$ cat src/logic/dmm_consts.svh
// Constants for the drive monitor register bank.
// Assumes inclusion by bare name from every file that uses it.
`ifndef DMM_CONSTS_SVH
`define DMM_CONSTS_SVH
// Register numbers as the serial master sees them, counted from one.
`define DMM_REG_TORQUE 16'h0003
`define DMM_REG_RAMP 16'h0004
`define DMM_REG_STATUS 16'h0006
`define DMM_REG_FREQ 16'h0007
`define DMM_REG_CURRENT 16'h0008
`define DMM_REG_TORQUE_OUT 16'h0009
`define DMM_REG_POWER 16'h000a
`define DMM_REG_DIN 16'h000b
`define DMM_REG_AN1 16'h0014
`define DMM_REG_AN2 16'h0015
`define DMM_REG_PRE_RAMP 16'h0016
`define DMM_REG_DC_LINK 16'h0017
`define DMM_REG_HEATSINK 16'h0018
// Highest register that a multi-register write may touch.
`define DMM_REG_MULTI_MAX 16'h0004
// Function codes of the serial protocol.
`define DMM_FC_READ 8'h03
`define DMM_FC_WRITE_ONE 8'h06
`define DMM_FC_WRITE_MANY 8'h10
// Exception codes returned to the master.
`define DMM_EXC_FUNC 8'h01
`define DMM_EXC_ADDR 8'h02
`define DMM_EXC_VALUE 8'h03
// Largest ramp time, in hundredths of a second.
`define DMM_RAMP_MAX 16'hea60
// Ramp selection value that hands the ramp to the serial link.
`define DMM_RAMP_SEL_LINK 8'h01
// Reset values of the writable registers.
`define DMM_TORQUE_RST 16'h0000
`define DMM_RAMP_RST 16'h0000
// Status word bit positions.
`define DMM_ST_RUN 0
`define DMM_ST_TRIP 1
`define DMM_ST_INHIBIT 3
`define DMM_ST_MAINT 4
`define DMM_ST_STANDBY 5
`define DMM_ST_READY 6
`endif

$ cat src/logic/dmm_pkg.sv
// Types shared by the drive monitor register bank.
// Assumes nothing beyond a SystemVerilog compiler.
`default_nettype none
package dmm_pkg;
	// Live drive quantities, already scaled by the drive core.
	typedef struct packed {
		logic running;
		logic tripped;
		logic [7:0] faultCode;
		logic safeTorqueOffOpen;
		logic maintReached;
		logic standby;
		logic mainsOk;
		logic enableIn;
		logic [15:0] outFreq;
		logic [15:0] outCurrent;
		logic [15:0] outTorque;
		logic [15:0] outPower;
		logic [15:0] digIn;
		logic [15:0] analogOne;
		logic [15:0] analogTwo;
		logic [15:0] preRamp;
		logic [15:0] dcLink;
		logic [15:0] heatsink;
	} dmm_mon_s;
	// One register request from the frame layer.
	typedef struct packed {
		logic [7:0] func;
		logic [15:0] addr;
		logic [15:0] data;
	} dmm_req_s;
	// One register answer to the frame layer.
	typedef struct packed {
		logic exc;
		logic [7:0] excCode;
		logic [15:0] data;
	} dmm_rsp_s;
endpackage
`default_nettype wire

$ cat src/logic/dmm_status_word.sv
// Builds the registered status and fault word from live drive flags.
// Assumes the flags are synchronous to clk.
`timescale 1ns/1ps
`default_nettype none
`include "dmm_consts.svh"
module dmm_status_word (
	input wire logic clk,
	input wire logic rst_n,
	input wire dmm_pkg::dmm_mon_s mon,
	output logic [15:0] statusWord_q
);
	logic [15:0] statusWord_d;

	// Unused bits stay zero so old masters see a stable pattern.
	always_comb begin
		statusWord_d = 16'h0000;
		statusWord_d[`DMM_ST_RUN] = mon.running;
		statusWord_d[`DMM_ST_TRIP] = mon.tripped;
		statusWord_d[`DMM_ST_INHIBIT] = mon.safeTorqueOffOpen;
		statusWord_d[`DMM_ST_MAINT] = mon.maintReached;
		statusWord_d[`DMM_ST_STANDBY] = mon.standby;
		statusWord_d[`DMM_ST_READY] = mon.mainsOk &&
			!mon.safeTorqueOffOpen && !mon.tripped && mon.enableIn;
		// A stale code is hidden once the trip clears.
		if (mon.tripped) begin
			statusWord_d[15:8] = mon.faultCode;
		end
	end

	// The word is sampled every cycle.
	always_ff @(posedge clk) begin
		if (!rst_n) begin
			statusWord_q <= 16'h0000;
		end else begin
			statusWord_q <= statusWord_d;
		end
	end

	run_bit_a: assert property (
		@(posedge clk) disable iff (!rst_n)
		##1 statusWord_q[0] == $past(mon.running))
		else $error("Run bit does not follow the drive.");
	trip_bit_a: assert property (
		@(posedge clk) disable iff (!rst_n)
		##1 statusWord_q[1] == $past(mon.tripped))
		else $error("Trip bit does not follow the drive.");
	inhibit_bit_a: assert property (
		@(posedge clk) disable iff (!rst_n)
		##1 statusWord_q[3] == $past(mon.safeTorqueOffOpen))
		else $error("Inhibit bit does not follow the safe input.");
	maint_bit_a: assert property (
		@(posedge clk) disable iff (!rst_n)
		##1 statusWord_q[4] == $past(mon.maintReached))
		else $error("Maintenance bit is wrong.");
	standby_bit_a: assert property (
		@(posedge clk) disable iff (!rst_n)
		##1 statusWord_q[5] == $past(mon.standby))
		else $error("Standby bit is wrong.");
	ready_bit_a: assert property (
		@(posedge clk) disable iff (!rst_n)
		mon.tripped || mon.safeTorqueOffOpen || !mon.mainsOk ||
			!mon.enableIn
		|=> !statusWord_q[6])
		else $error("Ready bit set while not ready.");
	spare_bits_a: assert property (
		@(posedge clk) disable iff (!rst_n)
		!statusWord_q[2] && !statusWord_q[7])
		else $error("Spare status bits are not zero.");
	fault_byte_a: assert property (
		@(posedge clk) disable iff (!rst_n)
		mon.tripped |=> statusWord_q[15:8] == $past(mon.faultCode))
		else $error("Fault code missing during a trip.");
endmodule // dmm_status_word
`default_nettype wire

$ cat src/logic/dmm_regs.sv
// Serial holding-register bank of a motor drive, registers 3 to 24.
// Assumes a frame layer hands over one register per request pulse and
// that all drive inputs are synchronous to clk.
`timescale 1ns/1ps
`default_nettype none
`include "dmm_consts.svh"
module dmm_regs #(
	parameter int DIN_COUNT = 16
) (
	input wire logic clk,
	input wire logic rst_n,
	input wire logic reqValid,
	input wire dmm_pkg::dmm_req_s req,
	input wire dmm_pkg::dmm_mon_s mon,
	input wire logic [7:0] fieldbusRampSelect,
	input wire logic [7:0] primaryCommandSource,
	output logic rspValid_q,
	output dmm_pkg::dmm_rsp_s rsp_q,
	output logic [15:0] torqueSetpoint_q,
	output logic [15:0] rampTimeSetting_q,
	output logic rampOverride_q,
	output logic [15:0] appliedRamp_q
);
	logic [15:0] statusWord;
	logic [15:0] dinMask;
	dmm_pkg::dmm_rsp_s rsp_d;
	logic isWrite;
	logic writeOk;
	logic rampSelLink;

	// Any mapped register, read-only ones included.
	function automatic logic isMapped(input logic [15:0] a);
		isMapped = (a == `DMM_REG_TORQUE) || (a == `DMM_REG_RAMP) ||
			((a >= `DMM_REG_STATUS) && (a <= `DMM_REG_DIN)) ||
			((a >= `DMM_REG_AN1) && (a <= `DMM_REG_HEATSINK));
	endfunction

	// Only the two setpoint registers take writes.
	function automatic logic isWritable(input logic [15:0] a);
		isWritable = (a == `DMM_REG_TORQUE) || (a == `DMM_REG_RAMP);
	endfunction

	// Read multiplexer; unmapped numbers return zero.
	function automatic logic [15:0] readMux(input logic [15:0] a,
		input dmm_pkg::dmm_mon_s m, input logic [15:0] st,
		input logic [15:0] tq, input logic [15:0] rp,
		input logic [15:0] dm);
		readMux = 16'h0000;
		unique case (a)
			`DMM_REG_TORQUE: readMux = tq;
			`DMM_REG_RAMP: readMux = rp;
			`DMM_REG_STATUS: readMux = st;
			`DMM_REG_FREQ: readMux = m.outFreq;
			`DMM_REG_CURRENT: readMux = m.outCurrent;
			`DMM_REG_TORQUE_OUT: readMux = m.outTorque;
			`DMM_REG_POWER: readMux = m.outPower;
			`DMM_REG_DIN: readMux = m.digIn & dm;
			`DMM_REG_AN1: readMux = m.analogOne;
			`DMM_REG_AN2: readMux = m.analogTwo;
			`DMM_REG_PRE_RAMP: readMux = m.preRamp;
			`DMM_REG_DC_LINK: readMux = m.dcLink;
			`DMM_REG_HEATSINK: readMux = m.heatsink;
			default: readMux = 16'h0000;
		endcase
	endfunction

	// The status word is built and registered in its own module.
	dmm_status_word dmm_status_word_i (
		.clk(clk),
		.rst_n(rst_n),
		.mon(mon),
		.statusWord_q(statusWord)
	);

	// Inputs beyond the fitted count read as zero, never as noise.
	always_comb begin
		for (int i = 0; i < 16; i++) begin
			dinMask[i] = (i < DIN_COUNT);
		end
	end

	assign isWrite = (req.func == `DMM_FC_WRITE_ONE) ||
		(req.func == `DMM_FC_WRITE_MANY);

	// Decide the answer for the current request.
	// Read-only and unmapped numbers both answer a write with an address
	// exception, so a write alone cannot tell them apart; that keeps the
	// decode small.
	always_comb begin
		rsp_d = '0;
		unique case (req.func)
			`DMM_FC_READ: begin
				if (!isMapped(req.addr)) begin
					rsp_d.exc = 1'b1;
					rsp_d.excCode = `DMM_EXC_ADDR;
				end else begin
					rsp_d.data = readMux(req.addr, mon, statusWord,
						torqueSetpoint_q, rampTimeSetting_q, dinMask);
				end
			end
			`DMM_FC_WRITE_ONE, `DMM_FC_WRITE_MANY: begin
				if ((req.func == `DMM_FC_WRITE_MANY) &&
					(req.addr > `DMM_REG_MULTI_MAX)) begin
					rsp_d.exc = 1'b1;
					rsp_d.excCode = `DMM_EXC_ADDR;
				end else if (!isWritable(req.addr)) begin
					rsp_d.exc = 1'b1;
					rsp_d.excCode = `DMM_EXC_ADDR;
				end else if ((req.addr == `DMM_REG_RAMP) &&
					(req.data > `DMM_RAMP_MAX)) begin
					rsp_d.exc = 1'b1;
					rsp_d.excCode = `DMM_EXC_VALUE;
				end else begin
					rsp_d.data = req.data;
				end
			end
			default: begin
				rsp_d.exc = 1'b1;
				rsp_d.excCode = `DMM_EXC_FUNC;
			end
		endcase
	end

	assign writeOk = reqValid && isWrite && !rsp_d.exc;

	// Answer one cycle after every request.
	always_ff @(posedge clk) begin
		if (!rst_n) begin
			rspValid_q <= 1'b0;
			rsp_q <= '0;
		end else begin
			rspValid_q <= reqValid;
			if (reqValid) begin
				rsp_q <= rsp_d;
			end
		end
	end

	// Torque setpoint is stored as given; scaling is the master's job.
	always_ff @(posedge clk) begin
		if (!rst_n) begin
			torqueSetpoint_q <= `DMM_TORQUE_RST;
		end else if (writeOk && (req.addr == `DMM_REG_TORQUE)) begin
			torqueSetpoint_q <= req.data;
		end
	end

	// Out-of-range ramp writes were refused above, so storage stays legal.
	always_ff @(posedge clk) begin
		if (!rst_n) begin
			rampTimeSetting_q <= `DMM_RAMP_RST;
		end else if (writeOk && (req.addr == `DMM_REG_RAMP)) begin
			rampTimeSetting_q <= req.data;
		end
	end

	// The command source setting is deliberately not consulted here.
	assign rampSelLink = (fieldbusRampSelect == `DMM_RAMP_SEL_LINK);

	// Hand the serial ramp to the ramp generator only when selected.
	always_ff @(posedge clk) begin
		if (!rst_n) begin
			rampOverride_q <= 1'b0;
			appliedRamp_q <= 16'h0000;
		end else begin
			rampOverride_q <= rampSelLink;
			appliedRamp_q <= rampSelLink ? rampTimeSetting_q : 16'h0000;
		end
	end

	ramp_select_a: assert property (
		@(posedge clk) disable iff (!rst_n)
		(fieldbusRampSelect != `DMM_RAMP_SEL_LINK) |=>
			!rampOverride_q && (appliedRamp_q == 16'h0000))
		else $error("Serial ramp applied without selection.");

	ramp_follow_a: assert property (
		@(posedge clk) disable iff (!rst_n)
		rampSelLink |=>
			rampOverride_q && (appliedRamp_q == $past(rampTimeSetting_q)))
		else $error("Selected serial ramp not applied.");

	ramp_range_a: assert property (
		@(posedge clk) disable iff (!rst_n)
		rampTimeSetting_q <= `DMM_RAMP_MAX)
		else $error("Stored ramp time above range.");

	ramp_refuse_a: assert property (
		@(posedge clk) disable iff (!rst_n)
		reqValid && isWrite && (req.addr == `DMM_REG_RAMP) &&
			(req.data > `DMM_RAMP_MAX) |=>
			rspValid_q && rsp_q.exc &&
			(rsp_q.excCode == `DMM_EXC_VALUE) && $stable(rampTimeSetting_q))
		else $error("Out-of-range ramp write not refused.");

	status_read_a: assert property (
		@(posedge clk) disable iff (!rst_n)
		reqValid && (req.func == `DMM_FC_READ) &&
			(req.addr == `DMM_REG_STATUS) |=>
			rsp_q.data == $past(statusWord))
		else $error("Status read returns a wrong word.");

	freq_read_a: assert property (
		@(posedge clk) disable iff (!rst_n)
		reqValid && (req.func == `DMM_FC_READ) &&
			(req.addr == `DMM_REG_FREQ) |=>
			rsp_q.data == $past(mon.outFreq))
		else $error("Frequency read wrong.");

	current_read_a: assert property (
		@(posedge clk) disable iff (!rst_n)
		reqValid && (req.func == `DMM_FC_READ) &&
			(req.addr == `DMM_REG_CURRENT) |=>
			rsp_q.data == $past(mon.outCurrent))
		else $error("Current read wrong.");

	torque_read_a: assert property (
		@(posedge clk) disable iff (!rst_n)
		reqValid && (req.func == `DMM_FC_READ) &&
			(req.addr == `DMM_REG_TORQUE_OUT) |=>
			rsp_q.data == $past(mon.outTorque))
		else $error("Torque read wrong.");

	power_read_a: assert property (
		@(posedge clk) disable iff (!rst_n)
		reqValid && (req.func == `DMM_FC_READ) &&
			(req.addr == `DMM_REG_POWER) |=>
			rsp_q.data == $past(mon.outPower))
		else $error("Power read wrong.");

	din_read_a: assert property (
		@(posedge clk) disable iff (!rst_n)
		reqValid && (req.func == `DMM_FC_READ) &&
			(req.addr == `DMM_REG_DIN) |=>
			rsp_q.data[0] == $past(mon.digIn[0]))
		else $error("Digital input one not at bit zero.");

	analog_read_a: assert property (
		@(posedge clk) disable iff (!rst_n)
		reqValid && (req.func == `DMM_FC_READ) &&
			(req.addr == `DMM_REG_AN2) |=>
			rsp_q.data == $past(mon.analogTwo))
		else $error("Analog two read wrong.");

	preramp_read_a: assert property (
		@(posedge clk) disable iff (!rst_n)
		reqValid && (req.func == `DMM_FC_READ) &&
			(req.addr == `DMM_REG_PRE_RAMP) |=>
			rsp_q.data == $past(mon.preRamp))
		else $error("Pre-ramp setpoint read wrong.");

	dclink_read_a: assert property (
		@(posedge clk) disable iff (!rst_n)
		reqValid && (req.func == `DMM_FC_READ) &&
			(req.addr == `DMM_REG_DC_LINK) |=>
			rsp_q.data == $past(mon.dcLink))
		else $error("DC link voltage read wrong.");

	heat_read_a: assert property (
		@(posedge clk) disable iff (!rst_n)
		reqValid && (req.func == `DMM_FC_READ) &&
			(req.addr == `DMM_REG_HEATSINK) |=>
			rsp_q.data == $past(mon.heatsink))
		else $error("Heatsink read wrong.");

	func_code_a: assert property (
		@(posedge clk) disable iff (!rst_n)
		reqValid && (req.func != `DMM_FC_READ) && !isWrite |=>
			rspValid_q && rsp_q.exc && (rsp_q.excCode == `DMM_EXC_FUNC))
		else $error("Unknown function not refused.");

	multi_limit_a: assert property (
		@(posedge clk) disable iff (!rst_n)
		reqValid && (req.func == `DMM_FC_WRITE_MANY) &&
			(req.addr > `DMM_REG_MULTI_MAX) |=>
			rsp_q.exc && (rsp_q.excCode == `DMM_EXC_ADDR))
		else $error("Multi write above register four accepted.");

	torque_write_a: assert property (
		@(posedge clk) disable iff (!rst_n)
		reqValid && isWrite && (req.addr == `DMM_REG_TORQUE) |=>
			!rsp_q.exc && (torqueSetpoint_q == $past(req.data)))
		else $error("Torque setpoint write lost.");

	ro_write_a: assert property (
		@(posedge clk) disable iff (!rst_n)
		reqValid && isWrite && isMapped(req.addr) &&
			!isWritable(req.addr) |=>
			rsp_q.exc && $stable(torqueSetpoint_q) &&
			$stable(rampTimeSetting_q))
		else $error("Read-only write not refused.");

	rsp_strobe_a: assert property (
		@(posedge clk) disable iff (!rst_n)
		reqValid |=> rspValid_q)
		else $error("Request not answered in one cycle.");

	rsp_idle_a: assert property (
		@(posedge clk) disable iff (!rst_n)
		!reqValid |=> !rspValid_q)
		else $error("Answer strobe without a request.");

	unmapped_read_a: assert property (
		@(posedge clk) disable iff (!rst_n)
		reqValid && (req.func == `DMM_FC_READ) && !isMapped(req.addr) |=>
			rsp_q.exc && (rsp_q.excCode == `DMM_EXC_ADDR))
		else $error("Unmapped read not refused.");

	analog_one_a: assert property (
		@(posedge clk) disable iff (!rst_n)
		reqValid && (req.func == `DMM_FC_READ) &&
			(req.addr == `DMM_REG_AN1) |=>
			rsp_q.data == $past(mon.analogOne))
		else $error("Analog one read wrong.");

	ramp_write_a: assert property (
		@(posedge clk) disable iff (!rst_n)
		reqValid && isWrite && (req.addr == `DMM_REG_RAMP) &&
			(req.data <= `DMM_RAMP_MAX) |=>
			!rsp_q.exc && (rampTimeSetting_q == $past(req.data)))
		else $error("Legal ramp write lost.");

	// The first edge after reset is skipped: the outputs still hold reset.
	source_ignored_a: assert property (
		@(posedge clk) disable iff (!rst_n)
		$past(rst_n) && $changed(primaryCommandSource) &&
			$stable(fieldbusRampSelect) && $stable(rampTimeSetting_q) |=>
			$stable(rampOverride_q) && $stable(appliedRamp_q))
		else $error("Command source setting moved the ramp.");
endmodule // dmm_regs
`default_nettype wire

$ cat config.mk
export PLATFORM = sky130hd
export DESIGN_NAME = dmm_regs
export DESIGN_NICKNAME = d
export VERILOG_FILES = /design/src/logic/dmm_pkg.sv /design/src/logic/dmm_status_word.sv /design/src/logic/dmm_regs.sv
export VERILOG_INCLUDE_DIRS = /design/src /design/src/logic
export SDC_FILE = /design/constraint.sdc
export NUM_CORES = 1
export LEC_CHECK = 0
export ABC_AREA = 1
export BUFFER_PORTS_ARGS = -buffer_cell sky130_fd_sc_hd__buf_2
export CAP_MARGIN = 0
export CORE_MARGIN = 5
export CORE_UTILIZATION = 34
export CTS_CLUSTER_SIZE = 24
export DETAILED_ROUTE_END_ITERATION = 10
export PLACE_DENSITY = 0.66
export SYNTH_ARGS = -nofsm -noshare
export SYNTH_HDL_FRONTEND = slang
export SYNTH_SLANG_ARGS = --single-unit
$ cat constraint.sdc
create_clock -name clk -period 3.36 [get_ports clk]
set_clock_uncertainty 0.1 [all_clocks]
set_input_delay 0.672 -clock clk [delete_from_list [all_inputs] [get_ports clk]]
set_output_delay 0.672 -clock clk [all_outputs]
set_load 0.1 [all_outputs]
; ---- Word level (Yosys, flattened, before mapping)
; Cells that the tools add are included.
[word_totals]
regBits = 91
input_bits = 234
elab_cells = 66
[classes]
order_cmp = 6
n_eq_ne = 17
muxes = 11
n_reduce_logical = 21
[ops]
columns = op, count
row1 = $pmux 16 s13, 1
row2 = $eq 16x5->1 const B, 5
row3 = $eq 16x4->1 const B, 4
row4 = $mux 16, 4
row5 = $eq 16x3->1 const B, 3
row6 = $mux 9, 4
row7 = $pmux 16 s2, 1
row8 = $pmux 9 s2, 1
row9 = $eq 16x2->1 const B, 1
row10 = $ge 16x3->1 const B, 1
row11 = $ge 16x5->1 const B, 1
row12 = $gt 16x16->1 const B, 1
row13 = $gt 16x3->1 const B, 1
row14 = $le 16x4->1 const B, 1
row15 = $le 16x5->1 const B, 1
row16 = $logic_and 1x1->1, 11
row17 = $eq 8x1->1 const B, 1
row18 = $eq 8x2->1 const B, 1
row19 = $eq 8x3->1 const B, 1
row20 = $eq 8x5->1 const B, 1
row21 = $logic_or 1x1->1, 4
row22 = $reduce_and 2->1, 2
row23 = $logic_not 1->1, 3
row24 = $reduce_or 2->1, 1

; ---- Longest topological paths before layout
[logic_depth]
depth_word = 9
depth_mapped = 15
ltp_nobuf = 14

; ---- Hierarchy
; Synthesis repeated with hierarchy kept, for this count alone.
[hier_totals]
cells_unflattened = 901
hier_area_um2 = 5485.3
[modules_own_cells]
columns = module, instances, cells_each, area_each_um2, seq_area_each_um2
row1 = dmm_regs, 1, 853, 5061.1, 1381.3
row2 = dmm_status_word, 1, 48, 424.2, 280.3

; ---- Worst setup path before layout
; OpenSTA, ideal clock, no wires.
[synth_timing]
path_type = input port to flip-flop
from = input port req[26] (netlist name)
to = register rampTimeSetting_q[8]
setup_ns = 0.117
arrival_time_ns = 1.963
required_time_ns = 3.143
slack_ns = 1.180
path_stages = 13
n_path_buf = 1
cell_sequence = nor2_1 -> nand2_2 -> nor2_8 -> nand3_1 -> nand2_2 -> nor2_2 -> nand3_2 -> nand3_2 -> nor2_4 -> buf_4 -> nand3_1 -> nand2_1 -> nor2_1
[synth_via]
elab_chain_len = 9
[synth_rtl]
columns = element, line_no
row1 = start: declaration, dmm_regs.sv:13  ; input wire dmm_pkg::dmm_req_s req,
row2 = "$ge 16x3->1 (no source line), or another cell as far along", n/a
row3 = "$logic_and 1x1->1, or another cell as far along", dmm_regs.sv:34  ; ((a >= `DMM_REG_STATUS) && (a <= `DMM_REG_DIN)) ||
row4 = $logic_or 1x1->1 / $mux 9 (equally long branches), "dmm_regs.sv:33, dmm_regs.sv:109"
row5 = $logic_or 1x1->1 / $mux 9 (equally long branches), "dmm_regs.sv:33, dmm_regs.sv:106"
row6 = $mux 9 (on tied branches), "dmm_regs.sv:93, dmm_regs.sv:102"
row7 = $pmux 9 s2, dmm_regs.sv:91  ; unique case (req.func)
row8 = $logic_not 1->1, dmm_regs.sv:124  ; assign writeOk = reqValid && isWrite && !rsp_d.exc;
row9 = $logic_and 1x1->1, dmm_regs.sv:124
row10 = $logic_and 1x1->1 *, dmm_regs.sv:152  ; end else if (writeOk && (req.addr == `DMM_REG_RAMP)) begin
row11 = end signal: assignment, dmm_regs.sv:151  ; rampTimeSetting_q <= `DMM_RAMP_RST;
row12 = end signal: assignment, dmm_regs.sv:153  ; rampTimeSetting_q <= req.data;
row13 = end: declaration, dmm_regs.sv:20  ; output logic [15:0] rampTimeSetting_q,
; Every way passes the cells marked *; elsewhere a longest branch is shown, timed or not.
; A chain may end at the register's enable or synchronous reset.

; ---- Worst setup path after layout
[layout_timing]
from = input port req[25] (netlist name)
to = register rsp_q[13] (netlist name)
[layout_via]
elab_chain_len = 6
[layout_rtl]
columns = element, line_no
row1 = "$ge 16x3->1 (no source line), or another cell as far along", n/a
row2 = "$logic_and 1x1->1, or another cell as far along", dmm_regs.sv:34
row3 = $logic_or 1x1->1 / $mux 16 (equally long branches), "dmm_regs.sv:33, dmm_regs.sv:109"
row4 = $logic_or 1x1->1 / $mux 16 (equally long branches), "dmm_regs.sv:33, dmm_regs.sv:106"
row5 = $mux 16 (on tied branches), "dmm_regs.sv:93, dmm_regs.sv:102"
row6 = $pmux 16 s2 *, dmm_regs.sv:91
row7 = end signal: assignment, dmm_regs.sv:134  ; rsp_q <= rsp_d;
row8 = end: declaration, dmm_regs.sv:18  ; output dmm_pkg::dmm_rsp_s rsp_q,
; Marked as above.

==> impl_results.md <==
- Crit start category: input pin
- Data arrival, critical path: 2720 ps
- Seq/Total Area, Yosys: 29.54%
- Global placement routability congestion: 0.9220
- I/O Buffers: 294
- Fraction of layout cells with a size suffix above 1: 30.07%
- Reg2Reg Capture Point: rsp_q[9]$_SDFFE_PN0P_
- Instance count of the mapped netlist: 924
- # resized after CTS: 0
- Setup violation total in the final timing report: 0
- Met2 usage: 41.75%
- Maximum capacitance violations: 0
- Proportion of netlist area held by the largest area contributor: 29.54%
- Floorplan row count: 47
- Top Usage Layer GRT: met2
- Origin of the critical flop-to-flop path: rampTimeSetting_q[9]$_SDFFE_PN0P_
- Initial Utilization: 34.28%
- Actual transition at the worst max-transition pin: 591.8 ps
- Count of boundary I/O pins: 309
- First-pass iteration count of the detailed router: 5
- Power, Total: 2354 µW
- Maximum fanout along the worst path: 18
- First-pass GRT wire length: 37.81 mm
- Number of different library cells in the post-synthesis netlist: 38
- Timing-limited maximum frequency: 393.2 MHz
- M3 GR Usage: 5.862%
- P&R area growth vs syn: 34.73%
- Time the worst path needs with I/O delays and setup: 2543 ps
- RSZ-0062 raised after global routing: false
- Number of antenna violations at the first check in global routing: 1
- Height of the die: 138.6 µm
- Crit path kind: in2reg
- Power Density: 310.7 nW/µm²
- Average instance area after synthesis: 6.087 µm²
- Status: complete, no violations
- Terminating pin of the worst hold path: appliedRamp_q[0]$_SDFF_PN0_
- Antenna Diode Count: 0
- Cell count after placement: 1412
- Post-route antenna net violation count: 0
- Count of pins over their slew limit: 0
- Aggregate global-route resource usage: 25.05%
- Number of clock sinks: 83
- Top cell type by total area after synthesis: dfxtp_1
- Detailed-route wire length: 25.26 mm
- Number of buffers created by CTS: 9
- Reg2Reg Setup Slack: 1790 ps
- Post-synth design cell area: 5624 µm²
- Clock-pin slew reported for the worst setup and hold paths after clock tree synthesis: 60 ps
- Average detailed-routed wire length per instance: 17.70 µm
- Cell chosen for the clock root: clkbuf_16
- R2R depth: 6
- Worst skew pair latency: 340 ps
- TritonCTS clock tree: done
- Die area: 19210 µm²
- Worst hold path depth: 2
- Critical Path Sink Type: flip-flop
- Fill cells: 1763
- Vias/cell: 4.934
- Hold Violations, Final: 0
- Post-route setup TNS: 0 ps
- Min-delay src: rampTimeSetting_q[0]$_SDFFE_PN0P_
- Layout Cells excl Fill: 1427
- Post-CTS setup buffer count: 0
- Overall via count from detail_route: 7041
- Count of yosys warnings during synthesis: 0
- Maximum count of clock buffers along a single path: 2
- Path class of the lowest-slack min-delay path: reg2reg
- Source of the critical timing path: req[25]
- H-Tree Depth: 3
- Nets@finish: 1437
- Final period util: 75.70%
- Die width: 138.6 µm
- Remaining max-slew budget at the tightest pin: 60.50%
- Largest net degree at the start of global routing: 53
- Detail Placement HPWL: 20.57 mm
- Leak: 0.004185 µW
- WP data required: 3540 ps
- Core Area: 16410 µm²
- Hold-fix buffer count after cts: 0
- Flop and latch count out of synthesis: 83
- Leading cell types by total area after synthesis: dfxtp_1 30%, nand2_1 14%, nand3_1 12%
- Number of global-route vias before repair: 6726
- Grt total ovfl: 0
- Drt first-iter violations: 494
- Max rail drop VDD: 247.3 µV
- GRT met1 Usage: 32.73%
- Drt drc: 0
stage by stage:
stage / utilization [%] / cell area, µm² / worst slack (ps) / hold slack [ps]
global placement: 44.54 / 7307 / 501.3 / 358.2
global route: 46.18 / 7577 / 593.5 / 391.7
finish: 46.18 / 7577 / 816.6 / 365.4
floorplan: - / 5643 / 1180 / 542.3
detailed placement: 44.54 / 7307 / 474.9 / 359.7
CTS: 46.18 / 7577 / 830.9 / 370.0
critical path, stage by stage:
cell,delay [ps]
buf_2,100
nor2_2,250
nand2_2,140
nor2_8,190
nand3_1,140
inv_1,470
buf_4,240
nand2_1,60
nand2_1,60
nor2_1,90
nand3b_1,110
o21bai_1,70
a21oi_1,110
final cells by class:
| class | instances | area, µm² | share of cell area [%] |
|---|---|---|---|
| Multi-Input combinational cell | 687 | 3306 | 43.63 |
| Clock buffer | 12 | 246.5 | 3.253 |
| Tap cell | 220 | 275.3 | 3.633 |
| Inverter | 108 | 405.4 | 5.350 |
| Sequential cell | 83 | 1662 | 21.93 |
| Clock inverter | 3 | 23.77 | 0.3137 |
| Timing Repair Buffer | 314 | 1659 | 21.90 |
state kept, by name, indices dropped and copies added, names as in the netlist:
| register | count |
|---|---|
| appliedRamp_q | 16 |
| dmm_status_word_i.statusWord_q | 14 |
| rampOverride_q | 1 |
| rampTimeSetting_q | 16 |
| rspValid_q | 1 |
| rsp_q | 19 |
| torqueSetpoint_q | 16 |
power breakdown:
part	total (µW)	switching (µW)	internal, µW
combinational	421	282	139
sequential	1010	8.33	1000
clock	921	401	520
total	2350	691	1660
worst max path at each step:
stage | to | slack [ps] | depth (start not counted)
2_1_floorplan | rampTimeSetting_q[8]$_SDFFE_PN0P_ | 1180 | 13
3_3_place_gp | rsp_q[13]$_SDFFE_PN0P_ | 500 | 13
3_5_place_dp | rsp_q[8]$_SDFFE_PN0P_ | 470 | 12
4_1_cts | rsp_q[8]$_SDFFE_PN0P_ | 830 | 12
5_1_grt | rsp_q[3]$_SDFFE_PN0P_ | 590 | 13
6_report | rsp_q[13]$_SDFFE_PN0P_ | 820 | 13
Yosys cell counts, drive strengths merged:
| cell type | instances |
|---|---|
| buf | 36 |
| clkinv | 1 |
| o21bai | 16 |
| and2 | 1 |
| inv | 107 |
| nor4 | 2 |
| conb | 1 |
| nand4 | 25 |
| a21oi | 20 |
| nand3b | 29 |
| nor3b | 2 |
| nor2 | 183 |
| nand3 | 144 |
| o221a | 1 |
| or2 | 1 |
| nor3 | 4 |
| nand2 | 213 |
| o221ai | 1 |
| o211ai | 1 |
| dfxtp | 83 |
| nor4b | 1 |
| clkbuf | 15 |
| o21ai | 37 |
layout by cell type, fill, tap and decap left out, types with 2 or more instances in the layout:
cell,count
nand3_1,140
nor3b_1,2
conb_1,6
nand4_1,23
nor3_1,3
nand3b_1,29
o21bai_1,16
inv_2,2
nor2_1,164
clkbuf_16,9
buf_12,3
nand2_1,207
clkinvlp_4,2
nand2_2,4
nand2_4,2
nor4_1,2
nor2_2,8
dfxtp_1,83
buf_4,17
a21oi_1,20
clkbuf_1,2
o21ai_0,36
buf_2,294
nor2_4,9
nand3_2,3
inv_1,105
nor2_8,2
logic make-up (layout without fill, tap and decap cells):
logic type | after synthesis | in the layout | synth area share (%)
simple gates | 605 | 605 | 50.59
buf+inv | 159 | 437 | 12.10
flops | 83 | 83 | 29.54
compound gates | 76 | 76 | 7.698
other cells | 1 | 6 | 0.06668
per-layer routing:
layer | wire length, µm | vias up
met5 | 8 | -
met4 | 495 | 2
met3 | 2040 | 42
met2 | 11820 | 321
met1 | 10900 | 3174
li1 | - | 3502
(Power assumes the default switching activity.)
